[src/design/ecs_pkg.sv]
package ecs_pkg;

    // ------------------------------------------------------------------
    // Device size codes
    // ------------------------------------------------------------------
    localparam logic [1:0] SIZE_8K   = 2'h0;
    localparam logic [1:0] SIZE_32K  = 2'h1;
    localparam logic [1:0] SIZE_128K = 2'h2;

    // ------------------------------------------------------------------
    // Access type routing codes
    // ------------------------------------------------------------------
    localparam logic [1:0] EMA_NONE  = 2'h0;
    localparam logic [1:0] EMA_DATA  = 2'h1;
    localparam logic [1:0] EMA_MERGE = 2'h2;
    localparam logic [1:0] EMA_SPLIT = 2'h3;

    // ------------------------------------------------------------------
    // Address geometry
    // ------------------------------------------------------------------
    localparam int unsigned ADDR_W   = 24;
    localparam int unsigned NSEL     = 3;
    localparam int unsigned BIT16    = 16;
    localparam int unsigned BIT23    = 23;
    localparam int unsigned ONCHIP_EXT_DATA_RAM_TOP = 8;

    // Window size exponents: 4K, 8K, 16K, 32K
    localparam int unsigned SH_4K    = 12;
    localparam int unsigned SH_8K    = 13;
    localparam int unsigned SH_16K   = 14;
    localparam int unsigned SH_32K   = 15;

    // ------------------------------------------------------------------
    // Reset values
    // ------------------------------------------------------------------
    localparam logic [1:0] RST_SIZE  = SIZE_8K;
    localparam logic [1:0] RST_EMA   = EMA_MERGE;

    // ------------------------------------------------------------------
    // Execution mode states
    // ------------------------------------------------------------------
    typedef enum logic [2:0] {
        ECS_ROM_EXEC = 3'h1,
        ECS_RAM_RST  = 3'h2,
        ECS_RAM_EXEC = 3'h4
    } ecs_mode_t;

endpackage

[src/design/ecs_window.sv]
`timescale 1ns/1ps

// Stage one: address window decode for one access class
module ecs_window (
    // Configuration
    input  wire logic [1:0]  i_size,
    input  wire logic        i_protect,
    input  wire logic        i_bit16_en,
    // Access
    input  wire logic        i_active,
    input  wire logic [23:0] i_addr,
    // Internal selects, active high
    output logic      [2:0]  o_sel
);

    logic [23:0] idx;
    logic        a16;

    always_comb begin
        o_sel = 3'h0;
        idx   = 24'h0;
        a16   = i_bit16_en & i_addr[ecs_pkg::BIT16];
        if (i_active) begin
            unique case (i_size)
                ecs_pkg::SIZE_8K: begin
                    idx = i_protect ? (i_addr >> ecs_pkg::SH_4K) : (i_addr >> ecs_pkg::SH_8K);
                    if (idx < 24'h3) o_sel = 3'(3'h1 << idx[1:0]);
                end
                ecs_pkg::SIZE_32K: begin
                    if (i_protect) begin
                        idx = i_addr >> ecs_pkg::SH_16K;
                        if (idx < 24'h3) o_sel = 3'(3'h1 << idx[1:0]);
                    end else begin
                        idx = i_addr >> ecs_pkg::SH_32K;
                        if (!a16 && idx == 24'h0) o_sel = 3'h1;
                        else if (!a16 && idx == 24'h1) o_sel = 3'h2;
                        else if (a16 && idx == 24'h2) o_sel = 3'h4;
                    end
                end
                ecs_pkg::SIZE_128K: o_sel = 3'h1;
                default:            o_sel = 3'h0;
            endcase
        end
    end

endmodule

[src/design/ecs_decoder.sv]
`timescale 1ns/1ps

// How it works
// - Decode each access into three program and three data internal selects.
// - Windows depend on configured device size and protection setting.
// - 8K devices: 4K windows protected, 8K windows unprotected.
// - 32K devices: 16K windows protected; unprotected uses 32K windows plus bit 16.
// - 128K devices: first select always asserted, others never.
// - Program selects idle on data accesses, data selects idle on program.
// - Type 01 routes data selects to primary outputs only in ROM execution; in RAM execution it routes as 10 and 11 do.
// - Type 11 routes program to primary only in RAM execution, data to secondary only with separated RAM in RAM execution.
// - Type 10 ORs program and data onto primary in RAM execution without separated RAM; 00 is invalid.
// - All six select outputs are active low.
// - Reset enters ROM execution; boot pin picks internal loader or external ROM.
// - In ROM execution all data accesses use primary selects.
// - Entering RAM execution resets the core and fetches from RAM address 0.
// - RAM execution: code on primary; data secondary if separated, else primary.
// - ROM accesses drive program strobe low, never read or write strobes.
// - RAM accesses use primary select with read/write, never program strobe.
// - RAM extension holds variables in separated mode, secondary select, read/write.
// - ROM up to 8M, RAM spaces 16M; upper half is data or protect code.
// - Bit-16 enable turns the port pin into the seventeenth address output.
// - Port function select chooses select output or port bit per shared pin.
module ecs_decoder (
    // Clock and reset
    input  wire logic        i_clock,
    input  wire logic        i_resetn,
    // Configuration
    input  wire logic [1:0]  i_memory_size_config_reg,
    input  wire logic        i_memory_protect_ctrl_reg,
    input  wire logic [1:0]  i_ext_access_type,
    input  wire logic        i_addr_bit16_enable,
    input  wire logic        i_addr_bit23_enable,
    input  wire logic [5:0]  i_port_function_select_reg,
    input  wire logic        i_separated_ram,
    input  wire logic        i_onchip_ext_data_ram,
    // Mode control
    input  wire logic        i_enter_ram_exec,
    input  wire logic        i_boot_source_pin,
    // Core bus request
    input  wire logic [23:0] i_addr,
    input  wire logic        i_code_fetch,
    input  wire logic        i_data_read,
    input  wire logic        i_data_write,
    // Port fallback data
    input  wire logic [5:0]  i_port_out,
    input  wire logic        i_port_p07_out,
    // Memory strobes
    output logic             o_prog_strobe_n,
    output logic             o_read_strobe_n,
    output logic             o_write_strobe_n,
    // Select outputs and the shared P07 pin
    output logic             o_primary_sel_0_n,
    output logic             o_primary_sel_1_n,
    output logic             o_primary_sel_2_n,
    output logic             o_secondary_sel_0_n,
    output logic             o_secondary_sel_1_n,
    output logic             o_secondary_sel_2_n,
    output logic             o_pin_p07,
    // Status
    output logic             o_ram_exec,
    output logic             o_boot_internal,
    output logic             o_core_reset,
    output logic             o_ext_data_access,
    output logic             o_config_invalid
);

    // ------------------------------------------------------------------
    // Pin synchronisers
    // ------------------------------------------------------------------
    logic boot_meta_q;
    logic boot_sync_q;

    always_ff @(posedge i_clock or negedge i_resetn) begin
        if (!i_resetn) begin
            boot_meta_q <= 1'b0;
            boot_sync_q <= 1'b0;
        end else begin
            boot_meta_q <= i_boot_source_pin;
            boot_sync_q <= boot_meta_q;
        end
    end

    // ------------------------------------------------------------------
    // Execution mode
    // ------------------------------------------------------------------
    ecs_pkg::ecs_mode_t mode_q;
    ecs_pkg::ecs_mode_t mode_d;
    logic               strap_done_q;
    logic               boot_internal_q;

    always_comb begin
        mode_d = mode_q;
        unique case (mode_q)
            ecs_pkg::ECS_ROM_EXEC: if (i_enter_ram_exec) mode_d = ecs_pkg::ECS_RAM_RST;
            ecs_pkg::ECS_RAM_RST:  mode_d = ecs_pkg::ECS_RAM_EXEC;
            ecs_pkg::ECS_RAM_EXEC: mode_d = ecs_pkg::ECS_RAM_EXEC;
            default:               mode_d = ecs_pkg::ECS_ROM_EXEC;
        endcase
    end

    always_ff @(posedge i_clock or negedge i_resetn) begin
        if (!i_resetn) begin
            mode_q <= ecs_pkg::ECS_ROM_EXEC;
        end else begin
            mode_q <= mode_d;
        end
    end

    // Strap caught once, a cycle after the synchroniser output is valid
    logic [1:0] strap_wait_q;

    always_ff @(posedge i_clock or negedge i_resetn) begin
        if (!i_resetn) begin
            strap_wait_q    <= 2'h0;
            strap_done_q    <= 1'b0;
            boot_internal_q <= 1'b0;
        end else begin
            strap_wait_q <= {strap_wait_q[0], 1'b1};
            // Second flop still holds its reset value one edge after release
            if (strap_wait_q[1] && !strap_done_q) begin
                strap_done_q    <= 1'b1;
                boot_internal_q <= boot_sync_q;
            end
        end
    end

    assign o_ram_exec      = (mode_q == ecs_pkg::ECS_RAM_EXEC);
    assign o_core_reset    = (mode_q == ecs_pkg::ECS_RAM_RST);
    assign o_boot_internal = boot_internal_q;

    // ------------------------------------------------------------------
    // Address space classification
    // ------------------------------------------------------------------
    logic        ram_exec;
    logic        data_acc;
    logic        onchip_ext_data_ram_hit;
    logic        ext_data;
    logic        use_secondary;
    logic        code_on_ram;
    logic [23:0] fetch_addr;

    assign ram_exec  = (mode_q == ecs_pkg::ECS_RAM_EXEC);
    assign data_acc  = i_data_read | i_data_write;
    // On-chip data RAM shadows the low page; loader must turn it off
    assign onchip_ext_data_ram_hit  = i_onchip_ext_data_ram &
                       (i_addr[ecs_pkg::ADDR_W-1:ecs_pkg::ONCHIP_EXT_DATA_RAM_TOP] == 16'h0);
    assign ext_data  = data_acc & ~onchip_ext_data_ram_hit & ~i_code_fetch;
    // ROM space is 8M, so code never reaches the upper half
    assign fetch_addr = {1'b0, i_addr[ecs_pkg::BIT23-1:0]};
    assign code_on_ram = ram_exec & i_code_fetch;
    // Fetches always drop bit 23; data drops it only with the bit-23 enable, else upper-half data reaches a select only on 128K devices
    assign use_secondary = ram_exec & i_separated_ram & ext_data;
    assign o_ext_data_access = ext_data;

    // ------------------------------------------------------------------
    // Stage one decode
    // ------------------------------------------------------------------
    logic [2:0]  prog_sel;
    logic [2:0]  data_sel;
    logic [23:0] data_addr;

    assign data_addr = i_addr_bit23_enable ? {1'b0, i_addr[ecs_pkg::BIT23-1:0]} : i_addr;

    ecs_window u_prog_win (
        .i_size     (i_memory_size_config_reg),
        .i_protect  (i_memory_protect_ctrl_reg),
        .i_bit16_en (i_addr_bit16_enable),
        .i_active   (i_code_fetch & ~data_acc),
        .i_addr     (fetch_addr),
        .o_sel      (prog_sel)
    );

    ecs_window u_data_win (
        .i_size     (i_memory_size_config_reg),
        .i_protect  (i_memory_protect_ctrl_reg),
        .i_bit16_en (i_addr_bit16_enable),
        .i_active   (ext_data),
        .i_addr     (data_addr),
        .o_sel      (data_sel)
    );

    // ------------------------------------------------------------------
    // Stage two routing
    // ------------------------------------------------------------------
    logic [2:0] prim;
    logic [2:0] secd;

    always_comb begin
        prim = 3'h0;
        secd = 3'h0;
        unique case (i_ext_access_type)
            ecs_pkg::EMA_DATA:  prim = data_sel;
            ecs_pkg::EMA_SPLIT: begin
                prim = prog_sel;
                secd = data_sel;
            end
            ecs_pkg::EMA_MERGE: prim = prog_sel | data_sel;
            default:            prim = 3'h0;
        endcase
        // ROM fetches are marked by the program strobe, not a RAM select
        if (!code_on_ram) begin
            prim = prim & ~prog_sel & {3{i_ext_access_type != ecs_pkg::EMA_SPLIT}} | (prim & ~prog_sel);
        end
        // RAM execution: code rides the primary selects
        if (code_on_ram) begin
            prim = prog_sel;
        end
        // Data steering by mode and RAM arrangement
        if (ext_data) begin
            if (use_secondary) begin
                prim = 3'h0;
                secd = data_sel;
            end else begin
                prim = data_sel;
                secd = 3'h0;
            end
        end
        // Invalid type drives no select, whatever the mode
        if (i_ext_access_type == ecs_pkg::EMA_NONE) begin
            prim = 3'h0;
            secd = 3'h0;
        end
    end

    assign o_config_invalid = (i_ext_access_type == ecs_pkg::EMA_NONE);

    // ------------------------------------------------------------------
    // Strobes
    // ------------------------------------------------------------------
    // Combinational so they track the request with the selects
    assign o_prog_strobe_n  = ~(i_code_fetch & ~ram_exec & ~data_acc);
    assign o_read_strobe_n  = ~((i_data_read & ext_data) | (i_code_fetch & ram_exec));
    assign o_write_strobe_n = ~(i_data_write & ext_data);

    // ------------------------------------------------------------------
    // Pin function mux
    // ------------------------------------------------------------------
    // Selects stay combinational so they cover the whole strobe
    logic [5:0] sel_n;

    assign sel_n = ~{secd, prim};

    assign o_primary_sel_0_n   = i_port_function_select_reg[0] ? sel_n[0] : i_port_out[0];
    assign o_primary_sel_1_n   = i_port_function_select_reg[1] ? sel_n[1] : i_port_out[1];
    assign o_primary_sel_2_n   = i_port_function_select_reg[2] ? sel_n[2] : i_port_out[2];
    assign o_secondary_sel_0_n = i_port_function_select_reg[3] ? sel_n[3] : i_port_out[3];
    assign o_secondary_sel_1_n = i_port_function_select_reg[4] ? sel_n[4] : i_port_out[4];
    assign o_secondary_sel_2_n = i_port_function_select_reg[5] ? sel_n[5] : i_port_out[5];
    assign o_pin_p07 = i_addr_bit16_enable ? i_addr[ecs_pkg::BIT16] : i_port_p07_out;

endmodule

[config.mk]
export PLATFORM = sky130hd
export DESIGN_NAME = ecs_decoder
export DESIGN_NICKNAME = d
export VERILOG_FILES = /design/src/design/ecs_pkg.sv /design/src/design/ecs_window.sv /design/src/design/ecs_decoder.sv
export SDC_FILE = /design/constraint.sdc
export NUM_CORES = 1
export LEC_CHECK = 0
export BUFFER_PORTS_ARGS = -buffer_cell sky130_fd_sc_hd__buf_2
export CORE_UTILIZATION = 34
export CTS_CLUSTER_DIAMETER = 50
export DETAILED_ROUTE_END_ITERATION = 7
export PLACE_DENSITY = 0.81
export RECOVER_POWER = 100
export SLEW_MARGIN = 20
export SYNTH_ARGS = -nofsm -noshare
export SYNTH_HDL_FRONTEND = slang
export SYNTH_SLANG_ARGS = --single-unit
[constraint.sdc]
create_clock -name i_clock -period 1.7 [get_ports i_clock]
set_input_delay 0.255 -clock i_clock [delete_from_list [all_inputs] [get_ports i_clock]]
set_output_delay 0.255 -clock i_clock [all_outputs]
set_load 0.02 [all_outputs]
### Word level (Yosys, flattened, before mapping)

Index checks and enable logic that the tools add are counted.

* bits in registers: 9
* bits in latches: 0
* memory bits (writable): 0
* ROM bits: 0
* output and inout bits: 15
* logic and storage cells: 109
* memories: 0

* add/sub/neg operators: 0
* multiply operators: 0
* divide/modulo/power cells: 0
* $lt $le $gt $ge: 4
* eq/ne operators: 14
* shift-type cells: 4
* multiplexer cells: 37
* bitwise operators: 28
* reduce and logical (&&, ||, !) cells: 16

Operators with widths (number)
* 2-to-1 mux 3 bit: 23
* zero test 24 bit: 2
* less-than comparator 24 x 2 -> 1 bit (second input constant): 2
* case mux 3 bit (3 select lines): 3
* 2-to-1 mux 24 bit: 1
* zero test 16 bit: 1
* AND 1 bit: 13
* 2-to-1 mux 12 bit: 1
* << shifter 1 x 2 -> 3 bit (first input constant): 4
* 2-to-1 mux 11 bit: 1
* less-than comparator 10 x 2 -> 1 bit (second input constant): 1
* equality test 9 x 1 -> 1 bit (second input constant): 1
* equality test 9 x 2 -> 1 bit (second input constant): 1
* less-than comparator 9 x 2 -> 1 bit (second input constant): 1
* equality test 8 x 1 -> 1 bit (second input constant): 1
* equality test 8 x 2 -> 1 bit (second input constant): 1
* logical AND 1 bit: 7
* 2-to-1 mux 1 bit: 7
* inverter 1 bit: 7
* AND 3 bit: 2
* equality test 2 bit (second input constant): 3
* inverter 6 bit: 1
* OR 3 bit: 2
* case mux 3 bit (2 select lines): 1
* other kinds (10): 16

### Longest topological paths before layout

* word-level depth: 19
* depth in mapped cells: 5
* mapped depth without buffers: 5

### Hierarchy

A second synthesis with hierarchy kept.

* cell total of the unflattened synthesis: 124
* area total of the unflattened synthesis: 1126.1 sq um

By module, submodules not included
* ecs_decoder: times used 1, cells each 68, area an instance 690.7 sq um, seq. area each 226.5 sq um
* ecs_window: times used 2, cells each 28, area an instance 217.7 sq um, seq. area each 0.0 sq um

### Least setup slack after synthesis

OpenSTA, ideal clock, no wires.

* kind: reg2out
* start: register mode_q[1]
* end: output o_primary_sel_1_n
* data arrival time: 1.977 ns
* setup slack: -0.532 ns
* stages on the path, launching flop included: 6
* buffers on the path: 0
* path through: dfrtp_1 -> nor3b_2 -> nand2_1 -> or3_1 -> o221a_2 -> a31oi_1

* cells in the longest elaborated chain, start to end: 8

RTL lines
* start: declaration: RTL line ecs_decoder.sv:87 `ecs_pkg::ecs_mode_t mode_q;`
* start signal: assignment: RTL line ecs_decoder.sv:104 `mode_q <= ecs_pkg::ECS_ROM_EXEC;`
* start signal: assignment: RTL line ecs_decoder.sv:106 `mode_q <= mode_d;`
* equality test 3 bit (*)
* named net o_ram_exec: RTL line ecs_decoder.sv:61 `output logic o_ram_exec,`
* AND 1 bit (2 in a row): RTL line ecs_decoder.sv:153 `assign use_secondary = ram_exec & i_separated_ram & ext_data;`
* 2-to-1 mux 3 bit: RTL line ecs_decoder.sv:211 `if (use_secondary) begin`
* 2-to-1 mux 3 bit (*): RTL line ecs_decoder.sv:210 `if (ext_data) begin`
* 2-to-1 mux 3 bit (*): RTL line ecs_decoder.sv:220 `if (i_ext_access_type == ecs_pkg::EMA_NONE) begin`
* inverter 6 bit (*): RTL line ecs_decoder.sv:242 `assign sel_n = ~{secd, prim};`
* 2-to-1 mux 1 bit (*): RTL line ecs_decoder.sv:245 `assign o_primary_sel_1_n = i_port_function_select_reg[1] ? sel_n[1] : i_port_out[1];`
* end: declaration: RTL line ecs_decoder.sv:54 `output logic o_primary_sel_1_n,`

Mark *: on every way through the listed nets, which the timed path passes. The rest lies on a longest branch.

### Final worst setup path

* start: input i_addr[20]
* end: output o_primary_sel_2_n

* cells in the longest elaborated chain, start to end: 19

RTL lines
* start: declaration: RTL line ecs_decoder.sv:41 `input wire logic [23:0] i_addr,`
* parallel branches: the longest is 15 deep, another holds less-than comparator 24 x 2 -> 1 bit
* 2-to-1 mux 3 bit (*): RTL line ecs_decoder.sv:210
* 2-to-1 mux 3 bit (*): RTL line ecs_decoder.sv:220
* inverter 6 bit (*): RTL line ecs_decoder.sv:242
* 2-to-1 mux 1 bit (*): RTL line ecs_decoder.sv:246 `assign o_primary_sel_2_n = i_port_function_select_reg[2] ? sel_n[2] : i_port_out[2];`
* end: declaration: RTL line ecs_decoder.sv:55 `output logic o_primary_sel_2_n,`

Every way passes the cells marked *.

==> parameters.txt <==
Parameter                              Value

Clock tree
  CTS clk-pin slew, worst paths ... 0.05 ns
  Clock root buffer ... clkbuf_4
  Max Buffers Root-to-Sink ... 2
  Number of buffers inserted during clock tree synthesis ... 3
  Number of H-tree levels ... 1
  Total number of clock tree sinks ... 9
  Clock latency at the later pin of the worst-skew pair ... 0.25 ns
  Clock tree from TritonCTS ... built

STA
  Setup slack of the critical path after layout ... -0.4555 ns
  Final number of hold-violating endpoints ... 0
  Max Clk Rate ... 463.9 MHz
  Summed negative setup slack over all endpoints ... -2.577 ns
  Final hold slack ... 0.1071 ns
  Transition time at the pin with the least slew margin ... 0.4998 ns
  Setup repair after global routing missed its margin ... true
  Worst Skew ... 0.002902 ns
  Final Critical Period ... 2.155 ns
  Final worst-path cycle share ... 126.8%
  Max-slew violation count ... 0
  Relative slew slack ... 66.37%
  Final setup violating endpoints ... 9

Drt
  Vias ... 1,105
  Drt via density ... 5.338
  DRT Wirelength ... 2.564 mm
  Average detailed-routed wire length per instance ... 12.39 microns
  Number of remaining DRC errors ... 0
  ANT nets after route ... 0
  Iter 0 DRT Violations ... 19
  Router iterations before antenna repair ... 4

Die
  Number of I/O pins ... 68
  Initial standard-cell utilization of the core ... 35.86%
  Width of the die ... 50.30 microns
  DIE AREA ... 2530 sq um
  Number of cell rows ... 17
  Die height ... 50.30 microns
  Core outline area ... 2212 sq um

Logic synthesis
  Yosys warning count ... 0
  Register area share after synthesis ... 28.55%
  Async set-or-reset flop fraction in the synthesized netlist ... 100.0%
  Net count after synthesis ... 148
  Number of enable-type register cells in the synthesized netlist ... 0
  Gate count of the mapped netlist ... 95
  Cell variety after synth ... 42
  Synth Register Bits ... 9
  Avg Cell Area, Syn ... 8.350 sq um
  Ys flop type ... dfrtp_1
  Area of the mapped netlist ... 793.3 sq um

Cells and area
  Filler Cell Count ... 182
  Area occupied by multi-input gates ... 699.4 sq um
  Fin area ... 1504 sq um
  Synthesis-to-finish area growth ... 89.59%
  Sequential Area ... 226.5 sq um
  Number of standard cells in the final layout excluding fillers ... 207
  Antenna diode count ... 0
  Final layout net count ... 233
  Share of final-layout standard cells stronger than drive strength 1 ... 60.89%

Outcome
  Violations in the final reports ... negative setup slack
  Result of the run ... finished with violations

GRT
  All-layer global routing usage ... 21.83%
  Grt total ovfl ... 0
  Number of global-route vias before repair ... 1,079
  First-pass GRT wire length ... 4.250 mm
  Pin count of the biggest net entering global routing ... 10
  Number of antenna violations at the first check in global routing ... 0

Setup path
  Type of the worst setup path ... input pin to output pin
  Critical path arrival ... 1.90 ns
  Largest incremental delay on the critical path ... 0.57 ns
  Worst path slowest cell ... or4_4
  Critical path peak fanout ... 3
  Data required, critical path ... 1.44 ns
  Ordered list of cells on the worst path ... buf_6 -> or4_4 -> nor4b_4 -> buf_4 -> a32oi_2 -> nor4_2 -> a21oi_2 -> buf_2
  Category of the worst setup path launch point ... input pin
  Capturing element type of the critical path ... output pin

Run
  Max-cap viol count ... 0

Place
  Port Buffers ... 59
  Estimated wirelength of the detail-placed design ... 2.101 mm
  Cell area after placement ... 1323 sq um
  Number of placed cells counting well taps ... 199
  Final RePlAce weighted congestion ... 0.8404

Min path
  Worst hold-check path type ... input pin to flop

Pwr
  Peak VDD IR ... 0.5097 mV
  Power density relative to cell area ... 541.5 nW/um^2
  Leakage Power ... 0.6734 nW
## metrics by stage
step | utilization [%] | power [mW] | worst slack, ns
floorplan | - | 0.4398 | -0.2323
global placement | 59.79 | 0.6078 | -0.4427
detailed placement | 59.79 | 0.6217 | -0.4846
CTS | 67.53 | 0.8289 | -0.4577
global route | 67.99 | 0.8678 | -0.5397
finish | 67.99 | 0.8143 | -0.4555
## kinds of logic after synthesis
| group | synth area share [%] |
|---|---|
| muxes | 4.101 |
| DFF | 28.55 |
| AOI/OAI and AO/OA | 19.87 |
| buffers and inverters | 1.419 |
| other | 0.4727 |
| and+or+nand+nor | 45.59 |
## power by group
group | leakage [nW] | switching, mW | internal (mW)
Sequential | 0.104 | 0.0267 | 0.254
Combinational | 0.554 | 0.179 | 0.198
Clock | 0.0150 | 0.0667 | 0.0899
## timing repair
item | CTS | global route
hold buffers | 1 | 0
resized for setup | 25 | 3
hold endpoints to repair | 8 | 0
endpoints found under the setup margin | 9 | 9
pin swaps | 11 | 6
buffers inserted | 3 | 0
## layer usage
layer  up-vias  wire length (microns)  track usage (%)
met2        38                   1454            44.89
met5         -                      0                0
met1       519                    947            21.75
met3         6                    114           0.3030
li1        542                      -                -
met4         0                     47            11.11
## layout by cell type, fill, tap and decap left out, types with 2 or more instances in the layout
master    count
clkbuf_1      5
or4bb_1       2
nor4_2        2
clkbuf_4      5
dfrtp_1       8
buf_4        20
nand3_1       2
nand3b_1      3
a21oi_1       2
o21ai_0       2
nor2_1       16
nand2_1       7
mux2_2        2
buf_6         6
or2_2         2
a31oi_4       2
nor4_1        2
buf_2        47
nor3_1        5
or4_4         2
## layout make-up
type                            count  share of cell area (%)
Clock buffer                        4                   1.747
Inverter                            1                  0.2496
Multi-Input combinational cell     83                   46.51
Sequential cell                     9                   15.06
Tap cell                           28                   2.329
Timing Repair Buffer               82                   34.11
## flip-flops by register name, indices dropped and copies added, names as in the netlist
name,cells
mode_q,3
strap_wait_q,2
boot_meta_q,1
boot_sync_q,1
o_boot_internal,1
strap_done_q,1
## synth_stat cells (all sizes together) (2+ instances only)
cell	n	area (sq um)
nor2	17	66.32
dfrtp	8	200.2
nand2	8	30.03
nor3	6	30.03
nor4	5	37.53
a31oi	4	25.02
a21oi	3	15.01
nand3b	3	22.52
nor3b	3	32.53
o21ai	3	15.01
clkbuf	2	7.510
mux2	2	22.52
nand3	2	10.01
nor4b	2	32.53
or2	2	12.51
or4	2	22.52
or4bb	2	22.52
## worst max-delay path, delay by kind of cell
family | cells | cell delay (ns)
buf+inv | 3 | 0.41
compound gates | 2 | 0.15
simple gates | 3 | 1.08
## worst paths after layout
check	from	slack (ns)	to	cells past startpoint
worst max register to register	mode_q[0]	0.44	mode_q[0]	4
min in group asynchronous	i_resetn	0.45	o_boot_internal	2
worst max-delay path	i_addr[20]	-0.46	o_primary_sel_2_n	8
worst min register to register	boot_meta_q	0.35	boot_sync_q	0
max in group asynchronous	i_resetn	0.91	mode_q[0]	2
worst min-delay path	i_boot_source_pin	0.11	boot_meta_q	1
No activity file was read; power rests on OpenSTA's default activity.
